File: src/design/adcr_pkg.sv
// Constants and types shared by the converter control block
// Behaviour
// Clock codes 001/101/010/110 divide oscillator 8/16/32/64
// Codes x11 use internal RC divided by sixteen
// Clock register: bits 7,3..0 zero, field resets zero
// High result: bits 9..8 in 1..0, rest zero
// Low result: result bits 7..0 in 7..0
// Results read-only, undefined until first conversion
// Software waits acquisition time after channel change
// Go stays high converting, hardware clears when done
// Enable low disables converter, no operating activity; afe.select and afe.src_valid still follow input_select while disabled
// Five-bit select: internal 00..0c, pins 10..17
// Load results, clear go, set done flag
package adcr_pkg;

  // Register byte offsets on the APB bus
  localparam logic [7:0] OFF_CHAN_CTRL = 8'h00;
  localparam logic [7:0] OFF_CLK_CFG = 8'h04;
  localparam logic [7:0] OFF_RES_HIGH = 8'h08;
  localparam logic [7:0] OFF_RES_LOW = 8'h0c;
  localparam logic [7:0] OFF_IRQ_FLAGS = 8'h10;
  localparam logic [7:0] OFF_IRQ_MASK = 8'h14;

  // Field positions
  localparam int CTRL_EN_BIT = 0;
  localparam int CTRL_GO_BIT = 1;
  localparam int CTRL_SEL_LSB = 2;
  localparam int CTRL_SEL_MSB = 6;
  localparam int CFG_CS_LSB = 4;
  localparam int CFG_CS_MSB = 6;
  localparam int IRQ_DONE_BIT = 0;
  localparam int RES_W = 10;

  // Reset values and SAR values loaded at conversion start
  localparam logic [4:0] SEL_RST = 5'h00;
  localparam logic [2:0] CS_RST = 3'h0;
  localparam logic MASK_RST = 1'b0;
  localparam logic [9:0] SAR_FIRST = 10'h200;
  localparam logic [3:0] SAR_TOP_IDX = 4'h9;

  // Conversion clock codes and divisors
  localparam logic [2:0] CS_DIV8 = 3'h1;
  localparam logic [2:0] CS_DIV32 = 3'h2;
  localparam logic [2:0] CS_DIV16 = 3'h5;
  localparam logic [2:0] CS_DIV64 = 3'h6;
  localparam logic [2:0] CS_RSVD_A = 3'h0;
  localparam logic [2:0] CS_RSVD_B = 3'h4;
  localparam logic [1:0] CS_RC_LOW = 2'h3;
  localparam logic [6:0] DIV_8 = 7'h08;
  localparam logic [6:0] DIV_16 = 7'h10;
  localparam logic [6:0] DIV_32 = 7'h20;
  localparam logic [6:0] DIV_64 = 7'h40;
  localparam logic [3:0] RC_DIV_LAST = 4'hf;

  // Input select ranges
  localparam logic [4:0] SEL_INT_LAST = 5'h0c;
  localparam logic [4:0] SEL_EXT_FIRST = 5'h10;
  localparam logic [4:0] SEL_EXT_LAST = 5'h17;

  typedef enum logic [1:0] {
    ST_IDLE = 2'b00,
    ST_CONV = 2'b01,
    ST_FINISH = 2'b10
  } adcr_state_e;

  // Drive towards the analog front end
  typedef struct packed {
    logic enable;
    logic sample;
    logic src_valid;
    logic [4:0] select;
    logic [9:0] dac;
  } adcr_afe_s;

endpackage

File: src/design/adcr_conv_clk.sv
// Conversion clock tick generator
`timescale 1ns/1ps
`default_nettype none
module adcr_conv_clk (
  input wire logic pclk,
  input wire logic presetn,
  input wire logic en,
  input wire logic [2:0] sel,
  input wire logic rc_edge,
  output logic conv_tick
);

  logic [2:0] prev_sel;
  logic [6:0] cnt;
  logic [3:0] rc_cnt;

  // Oscillator divisor per code, zero for reserved codes
  function automatic logic [6:0] divisor(input logic [2:0] code);
    case (code)
      adcr_pkg::CS_DIV8: divisor = adcr_pkg::DIV_8;
      adcr_pkg::CS_DIV16: divisor = adcr_pkg::DIV_16;
      adcr_pkg::CS_DIV32: divisor = adcr_pkg::DIV_32;
      adcr_pkg::CS_DIV64: divisor = adcr_pkg::DIV_64;
      default: divisor = 7'h00;
    endcase
  endfunction

  always_ff @(posedge pclk or negedge presetn) begin
    if (!presetn) begin
      prev_sel <= adcr_pkg::CS_RST;
    end else begin
      prev_sel <= sel;
    end
  end

  // Counting restarts on any code change so no short period leaks out
  always_ff @(posedge pclk or negedge presetn) begin
    if (!presetn) begin
      cnt <= 7'h00;
      rc_cnt <= 4'h0;
      conv_tick <= 1'b0;
    end else if (!en || sel != prev_sel) begin
      cnt <= 7'h00;
      rc_cnt <= 4'h0;
      conv_tick <= 1'b0;
    end else if (sel[1:0] == adcr_pkg::CS_RC_LOW) begin
      cnt <= 7'h00;
      conv_tick <= rc_edge && rc_cnt == adcr_pkg::RC_DIV_LAST;
      if (rc_edge) begin
        rc_cnt <= rc_cnt + 4'h1;
      end
    end else if (divisor(sel) == 7'h00) begin
      cnt <= 7'h00;
      rc_cnt <= 4'h0;
      conv_tick <= 1'b0;
    end else if (cnt == divisor(sel) - 7'h01) begin
      cnt <= 7'h00;
      conv_tick <= 1'b1;
    end else begin
      cnt <= cnt + 7'h01;
      conv_tick <= 1'b0;
    end
  end

endmodule
`default_nettype wire

File: src/design/adcr_top.sv
// Converter control block: APB registers, clock select, SAR sequencer, done interrupt
`timescale 1ns/1ps
`default_nettype none
module adcr_top (
  input wire logic pclk,
  input wire logic presetn,
  input wire logic psel,
  input wire logic penable,
  input wire logic pwrite,
  input wire logic [7:0] paddr,
  input wire logic [31:0] pwdata,
  output logic [31:0] prdata,
  output logic pready,
  output logic pslverr,
  input wire logic comp_in,
  input wire logic rc_osc_in,
  output adcr_pkg::adcr_afe_s afe,
  output logic irq
);

  ////////////////////////////////////////////////////////////////////////////
  // Declarations

  logic comp_s1, comp_s2, comp_s3, comp_level;
  logic rc_s1, rc_s2, rc_s3, rc_level;
  logic rc_edge;
  logic conv_tick;
  logic conv_run;
  logic converter_enable;
  logic go;
  logic [4:0] input_select;
  logic [2:0] conv_clock_select;
  logic [9:0] conversion_result;
  logic [9:0] sar;
  logic [9:0] next_sar;
  logic [3:0] bit_idx;
  adcr_pkg::adcr_state_e state;
  logic conv_done_irq_flag;
  logic conv_done_irq_mask;
  logic access;
  logic wr;
  logic wr_ctrl;
  logic setup;
  logic [31:0] rdata;

  function automatic logic addr_mapped(input logic [7:0] a);
    case (a)
      adcr_pkg::OFF_CHAN_CTRL, adcr_pkg::OFF_CLK_CFG, adcr_pkg::OFF_RES_HIGH,
      adcr_pkg::OFF_RES_LOW, adcr_pkg::OFF_IRQ_FLAGS, adcr_pkg::OFF_IRQ_MASK: addr_mapped = 1'b1;
      default: addr_mapped = 1'b0;
    endcase
  endfunction

  function automatic logic select_valid(input logic [4:0] s);
    select_valid = (s <= adcr_pkg::SEL_INT_LAST) ||
      (s >= adcr_pkg::SEL_EXT_FIRST && s <= adcr_pkg::SEL_EXT_LAST);
  endfunction

  ////////////////////////////////////////////////////////////////////////////
  // Input synchronisers

  always_ff @(posedge pclk or negedge presetn) begin
    if (!presetn) begin
      comp_s1 <= 1'b0;
      comp_s2 <= 1'b0;
      comp_s3 <= 1'b0;
      comp_level <= 1'b0;
    end else begin
      comp_s1 <= comp_in;
      comp_s2 <= comp_s1;
      comp_s3 <= comp_s2;
      if (comp_s2 == comp_s3) begin
        comp_level <= comp_s3;
      end
    end
  end

  always_ff @(posedge pclk or negedge presetn) begin
    if (!presetn) begin
      rc_s1 <= 1'b0;
      rc_s2 <= 1'b0;
      rc_s3 <= 1'b0;
      rc_level <= 1'b0;
    end else begin
      rc_s1 <= rc_osc_in;
      rc_s2 <= rc_s1;
      rc_s3 <= rc_s2;
      if (rc_s2 == rc_s3) begin
        rc_level <= rc_s3;
      end
    end
  end

  assign rc_edge = (rc_s2 == rc_s3) && rc_s3 && !rc_level;

  ////////////////////////////////////////////////////////////////////////////
  // Conversion clock

  // Divider restarts with every conversion except one started by a go write in the finish cycle, so the first decision waits for a settled comparator
  assign conv_run = converter_enable && go;

  adcr_conv_clk u_conv_clk (
    .pclk(pclk),
    .presetn(presetn),
    .en(conv_run),
    .sel(conv_clock_select),
    .rc_edge(rc_edge),
    .conv_tick(conv_tick)
  );

  ////////////////////////////////////////////////////////////////////////////
  // APB slave: no wait states, data and error prepared in the setup cycle

  assign setup = psel && !penable;
  assign access = psel && penable && pready;
  assign wr = access && pwrite;
  assign wr_ctrl = wr && paddr == adcr_pkg::OFF_CHAN_CTRL;

  always_comb begin
    rdata = 32'h0000_0000;
    case (paddr)
      adcr_pkg::OFF_CHAN_CTRL: rdata = {24'h00_0000, 1'b0, input_select, go, converter_enable};
      adcr_pkg::OFF_CLK_CFG: rdata = {24'h00_0000, 1'b0, conv_clock_select, 4'h0};
      adcr_pkg::OFF_RES_HIGH: rdata = {30'h0000_0000, conversion_result[9:8]};
      adcr_pkg::OFF_RES_LOW: rdata = {24'h00_0000, conversion_result[7:0]};
      adcr_pkg::OFF_IRQ_FLAGS: rdata = {31'h0000_0000, conv_done_irq_flag};
      adcr_pkg::OFF_IRQ_MASK: rdata = {31'h0000_0000, conv_done_irq_mask};
      default: rdata = 32'h0000_0000;
    endcase
  end

  always_ff @(posedge pclk or negedge presetn) begin
    if (!presetn) begin
      pready <= 1'b0;
      pslverr <= 1'b0;
      prdata <= 32'h0000_0000;
    end else begin
      pready <= setup;
      pslverr <= setup && !addr_mapped(paddr);
      if (setup) begin
        prdata <= pwrite ? 32'h0000_0000 : rdata;
      end
    end
  end

  ////////////////////////////////////////////////////////////////////////////
  // Control registers

  always_ff @(posedge pclk or negedge presetn) begin
    if (!presetn) begin
      converter_enable <= 1'b0;
      input_select <= adcr_pkg::SEL_RST;
    end else if (wr_ctrl) begin
      converter_enable <= pwdata[adcr_pkg::CTRL_EN_BIT];
      input_select <= pwdata[adcr_pkg::CTRL_SEL_MSB:adcr_pkg::CTRL_SEL_LSB];
    end
  end

  always_ff @(posedge pclk or negedge presetn) begin
    if (!presetn) begin
      conv_clock_select <= adcr_pkg::CS_RST;
    end else if (wr && paddr == adcr_pkg::OFF_CLK_CFG) begin
      conv_clock_select <= pwdata[adcr_pkg::CFG_CS_MSB:adcr_pkg::CFG_CS_LSB];
    end
  end

  // Go is only accepted together with enable; a software write beats the hardware clear
  always_ff @(posedge pclk or negedge presetn) begin
    if (!presetn) begin
      go <= 1'b0;
    end else if (wr_ctrl) begin
      go <= pwdata[adcr_pkg::CTRL_GO_BIT] && pwdata[adcr_pkg::CTRL_EN_BIT];
    end else if (!converter_enable || state == adcr_pkg::ST_FINISH) begin
      go <= 1'b0;
    end
  end

  ////////////////////////////////////////////////////////////////////////////
  // Successive approximation sequencer

  always_comb begin
    next_sar = sar;
    next_sar[bit_idx] = comp_level;
    if (bit_idx != 4'h0) begin
      next_sar[bit_idx - 4'h1] = 1'b1;
    end
  end

  always_ff @(posedge pclk or negedge presetn) begin
    if (!presetn) begin
      state <= adcr_pkg::ST_IDLE;
      sar <= 10'h000;
      bit_idx <= 4'h0;
    end else begin
      case (state)
        adcr_pkg::ST_IDLE: begin
          if (go && converter_enable) begin
            state <= adcr_pkg::ST_CONV;
            sar <= adcr_pkg::SAR_FIRST;
            bit_idx <= adcr_pkg::SAR_TOP_IDX;
          end
        end
        adcr_pkg::ST_CONV: begin
          if (!go || !converter_enable) begin
            state <= adcr_pkg::ST_IDLE;
            sar <= 10'h000;
          end else if (conv_tick) begin
            sar <= next_sar;
            if (bit_idx == 4'h0) begin
              state <= adcr_pkg::ST_FINISH;
            end else begin
              bit_idx <= bit_idx - 4'h1;
            end
          end
        end
        adcr_pkg::ST_FINISH: begin
          state <= adcr_pkg::ST_IDLE;
        end
        default: begin
          state <= adcr_pkg::ST_IDLE;
        end
      endcase
    end
  end

  // Result holds no reset value: undefined until the first completion
  always_ff @(posedge pclk) begin
    if (state == adcr_pkg::ST_FINISH) begin
      conversion_result <= sar;
    end
  end

  ////////////////////////////////////////////////////////////////////////////
  // Done interrupt: a completion wins over a write-one clear in the same cycle

  always_ff @(posedge pclk or negedge presetn) begin
    if (!presetn) begin
      conv_done_irq_flag <= 1'b0;
    end else if (state == adcr_pkg::ST_FINISH) begin
      conv_done_irq_flag <= 1'b1;
    end else if (wr && paddr == adcr_pkg::OFF_IRQ_FLAGS && pwdata[adcr_pkg::IRQ_DONE_BIT]) begin
      conv_done_irq_flag <= 1'b0;
    end
  end

  always_ff @(posedge pclk or negedge presetn) begin
    if (!presetn) begin
      conv_done_irq_mask <= adcr_pkg::MASK_RST;
    end else if (wr && paddr == adcr_pkg::OFF_IRQ_MASK) begin
      conv_done_irq_mask <= pwdata[adcr_pkg::IRQ_DONE_BIT];
    end
  end

  always_ff @(posedge pclk or negedge presetn) begin
    if (!presetn) begin
      irq <= 1'b0;
    end else begin
      irq <= conv_done_irq_flag && conv_done_irq_mask;
    end
  end

  ////////////////////////////////////////////////////////////////////////////
  // Analog front end drive; enable, sample and dac idle while disabled, select and src_valid still follow input_select

  always_ff @(posedge pclk or negedge presetn) begin
    if (!presetn) begin
      afe <= '0;
    end else begin
      afe.enable <= converter_enable;
      afe.sample <= converter_enable && state == adcr_pkg::ST_IDLE;
      afe.src_valid <= select_valid(input_select);
      afe.select <= input_select;
      afe.dac <= (converter_enable && state == adcr_pkg::ST_CONV) ? sar : 10'h000;
    end
  end
endmodule
`default_nettype wire

File: config.mk
export PLATFORM = sky130hd
export DESIGN_NAME = adcr_top
export DESIGN_NICKNAME = d
export VERILOG_FILES = /design/src/design/adcr_pkg.sv /design/src/design/adcr_conv_clk.sv /design/src/design/adcr_top.sv
export SDC_FILE = /design/constraint.sdc
export NUM_CORES = 1
export LEC_CHECK = 0
export ABC_AREA = 1
export BUFFER_PORTS_ARGS = -buffer_cell sky130_fd_sc_hd__buf_2
export CORE_UTILIZATION = 31
export CTS_CLUSTER_DIAMETER = 60
export DETAILED_ROUTE_END_ITERATION = 10
export SYNTH_ARGS = -nofsm -noshare
export SYNTH_HDL_FRONTEND = slang
export SYNTH_HIERARCHICAL = 1
export SYNTH_SLANG_ARGS = --single-unit
File: constraint.sdc
create_clock -name pclk -period 3.5 [get_ports pclk]
set_input_delay 1.05 -clock pclk [delete_from_list [all_inputs] [get_ports pclk]]
set_output_delay 1.05 -clock pclk [all_outputs]
set_load 0.005 [all_outputs]
==> results <==
- The clock root buffer is clkbuf_16.
- After routing, the total negative slack on setup checks comes to 0 ns.
- The remaining routing DRC violations is 0.
- In this design, the stage delay of the slowest critical-path cell is 0.39 ns.
- Setup repair after global routing left no endpoint under its margin.
- The HPWL after detailed placement is around 6.5 mm.
- The number of rows created at floorplan is 43.
- The worst setup path is captured at an output pin.
- After clock tree synthesis, the flow added hold-fix buffers numbering 0.
- The tree built by TritonCTS fans out to 90 sinks.
- The shortest period the worst path allows is 1.92 ns.
- The antenna cell count is 0.
- The critical path class is flop to output pin.
- The detail route stage leaves a number of antenna-violating nets equal to 0.
- Global routing used 20.1% of the available met2 tracks.
- The total global routing overflow is 0.
- Each instance of the synthesized netlist takes up on average 8.56 um2.
- The number of filler cells placed in the layout is 1404.
- The number of levels in the clock H-tree is 3.
- Traced cell by cell, the critical path runs through buf_2.
- Across the routed clock network, the largest skew measured is roughly 0.0058 ns.
- In the routed layout, each cell is associated on average with a via count of between 4 and 5.
- Among cell families on the critical path, the largest total delay comes from flip-flops.
- The clock reaches the later pin of the worst-skew pair after 0.35 ns.
- The maximum ir drop on the vdd rail is 200 uV.
- The DRC marker count from the first detailed-route iteration is ~230.
- The startpoint of the most critical register-to-register path is conv_clock_select[1].
- The arrival time of the worst setup path is 0.87 ns.
- From synthesis to final layout, the design area changed by 15.1%.
- The count of maximum capacitance violations is 0.
- For the pin with the worst max-slew slack, the measured transition is 0.998 ns.
- The pin count of the biggest net entering global routing is 81.
- Counting every instance in the synthesized netlist gives 527.
- The total length of routed wires is 8.71 mm.
- In this run the tool buffered the top-level ports with 50 buffer cells.
- At the end of routability-driven placement, the weighted congestion stood at ~0.84.
- The register clock-pin slew on the reported worst setup and hold paths is roughly 0.07 ns.
- For met3 alone, demand over resource in global routing was 4.04%.
- The kind of start point of the critical path is a flop.
- STA puts the critical path data required time at between 2 and 2.5 ns.
- The critical path's slowest cell is dfrtp_1.
- The number of antenna violations at the first check in global routing is 0.
- In this run the worst path has a maximum fanout of 1.
- The buffer and inverter count on the worst path is 1.
- The number of optimization iterations in the first detailed-route pass is 4.
- Detailed routing inserted a total of 3317 vias.
- For this run, the total global-route usage over all layers was measured as 12.8%.
- The die height is 123 um.
- The final period utilization is 54.8%.
- The combined flip-flop and latch cell area is 2300 um2.
- The global-route wire length before repair is 14.7 mm.
- The combined area of the multi-input logic cells is about 1800 um2.
- The number of max-slew violations in the final report is 0.
- The total CTS buffers is 9.
- The number of warnings reported in the yosys synthesis log is 6.
- The TritonCTS clock tree is yes.
- The area inside the core boundary is about 14000 um2.
- Measured against its own limit, the worst slew margin works out to 33.5%.
- After clock tree synthesis, the setup repair step added 0 buffers.
- The power per standard cell area is about 420 nW/um2.
- The hold path startpoint is comp_s1.
- Timing would allow up to ~520 MHz.
- Dividing the detail-routed wire length by the instance count gives about 11 um.
- In this run, post-CTS repair resized a total of 0 instances.
- The die outline area is 15000 um2.
- The critical path launch point is afe[0].
- The count of nets after finishing is 643.
- The number of different library cells in the post-synthesis netlist is 42.
- The setup violation total in the final timing report is 0.
- From left edge to right edge, the die measures 123 um.
- The flow ran to the end, and the final reports show no timing, DRC or antenna violations.
- Summing every instance area after synthesis gives 4510 um2.
- The via count of the first global-routing pass is 3079.
- The initial core utilization is 32.1%.
- The number of ports placed on the die boundary is 100.
- The fraction of final layout cells with drive strength greater than 1 is about a fifth.
- In the global route stage, met1 resource usage came out at between 15 and 20%.
- The number of buffers on the longest clock path is 2.
- The end-of-flow core utilization is 37.0%.
- The highest-utilization routing layer at the global route stage is met2.
- The post-synthesis register bit count is 90.
- The static leakage power is 2.68 nW.
- The sequential area share after synthesis is 51.0%.
- The number of hold-slack violations in the final timing report is 0.
- The class of the tightest hold or removal check is flop to flop.
final timing paths:
kind / endpoint / cells past startpoint / slack (ns)
max reg2reg: u_conv_clk/cnt[6] / 11 / 1.63
min reg2reg: comp_s2 / 0 / 0.35
min in group asynchronous: afe[7] / 1 / 0.87
max in group asynchronous: prdata[2] / 1 / 1.99
min: comp_s2 / 0 / 0.35
max: afe[0] / 1 / 1.58
sequential cells by signal (all words and copies together), names as in the netlist, 2 cells and up:
| signal | flops |
|---|---|
| afe | 18 |
| conversion_result | 10 |
| sar | 10 |
| prdata | 8 |
| u_conv_clk/cnt | 7 |
| input_select | 5 |
| bit_idx | 4 |
| u_conv_clk/rc_cnt | 4 |
| conv_clock_select | 3 |
| u_conv_clk/prev_sel | 3 |
| state | 2 |
worst register-to-register path, cell delays in order (launching register included):
cell and delay, ns:
dfrtp_1 0.50, inv_1 0.17, nand3_1 0.14, ha_1 0.34, nand2_1 0.06, nand2_1 0.05
nor2_1 0.08, nand2_1 0.06, nor2_1 0.08, nand2_1 0.12, nand2_4 0.14, nor2_2 0.04
through the flow:
stage | hold slack, ns | total power [mW] | std cells | instance area, um2 | worst slack [ns]
4_1_cts | 0.352 | 2.21 | 770 | 5190 | 1.57
6_report | 0.348 | 2.18 | 770 | 5190 | 1.58
3_5_place_dp | 0.337 | 1.20 | 754 | 4880 | 1.30
5_1_grt | 0.352 | 2.27 | 770 | 5190 | 1.47
2_1_floorplan | 0.331 | 1.17 | 550 | 4600 | 1.56
3_3_place_gp | 0.332 | 1.20 | 754 | 4880 | 1.31
logic make-up after synthesis:
logic type | count (synthesis) | synth area share, %
AND/OR/NAND/NOR | 283 | 29.0
XOR/XNOR | 5 | 0.970
AO/OA/AOI/OAI | 41 | 5.38
buffers and inverters | 94 | 10.1
other | 1 | 0.0831
adder cells (fa/ha/maj) | 12 | 3.27
flip-flops | 90 | 51.0
multiplexers | 1 | 0.249
layout by cell type (no fill, tap or decap), drive strengths merged:
cell	n
nand3	50
nor2	53
inv	67
nand2	165
o22ai	2
nand4	8
buf	51
bufinv	1
nor3	4
a21boi	1
nand3b	1
o21bai	1
maj3	1
conb	24
mux2	1
ha	11
clkinv	4
clkinvlp	2
clkbuf	9
xor2	4
dfrtp	80
xnor2	1
edfxtp	10
o21ai	31
a21oi	6
or2	2
routing by layer:
layer	part of all wire, %	up-vias
li1	-	1730
met4	2.1	0
met3	5.1	15
met2	45	80
met5	0	-
met1	48	1492
power breakdown:
part	leakage (nW)	internal (mW)	switching, mW
sequential	1.14	1.07	0.0107
combinational	1.39	0.0307	0.0708
clock	0.146	0.567	0.433
area by class of cell:
| type | count | area share (%) |
|---|---|---|
| clock buffer | 9 | 4.34 |
| clock inverter | 7 | 1.64 |
| inverter | 67 | 4.89 |
| multi-input combinational | 366 | 35.5 |
| sequential | 90 | 44.3 |
| tap | 180 | 4.34 |
| timing repair buffer | 51 | 5.01 |
cells in the mapped netlist:
master / n / area [um2]
nor2_1: 37 / 139
o21ai_1: 4 / 20.0
nor2_2: 12 / 75.1
xnor2_1: 1 / 8.76
a21oi_1: 4 / 20.0
nand3_2: 2 / 20.0
clkinv_2: 2 / 10.0
nand4_1: 8 / 50.1
nand2_4: 4 / 45.0
nand3_4: 1 / 17.5
ha_1: 11 / 138
nor3_2: 1 / 10.0
nand2_8: 1 / 20.0
xor2_1: 4 / 35.0
nand3b_1: 1 / 7.51
a21boi_1: 1 / 7.51
clkinv_1: 1 / 3.75
inv_2: 8 / 30.0
nand2_1: 154 / 578
o22ai_1: 2 / 12.5
a21oi_4: 1 / 16.3
edfxtp_1: 10 / 300
inv_1: 56 / 210
nand3_1: 47 / 235
a21oi_2: 1 / 8.76
nand2_2: 6 / 37.5
nor2_4: 4 / 45.0
o21ai_2: 1 / 8.76
o21bai_1: 1 / 7.51
o21ai_0: 25 / 125
buf_6: 1 / 11.3
buf_4: 24 / 180
dfrtp_1: 80 / 2000
clkbuf_1: 1 / 3.75
maj3_1: 1 / 10.0
buf_2: 1 / 5.00
or2_1: 1 / 6.26
mux2_2: 1 / 11.3
nor3_1: 3 / 15.0
or2_2: 1 / 6.26
conb_1: 1 / 3.75
o21ai_4: 1 / 16.3
Power figures use the tool's default switching activity.
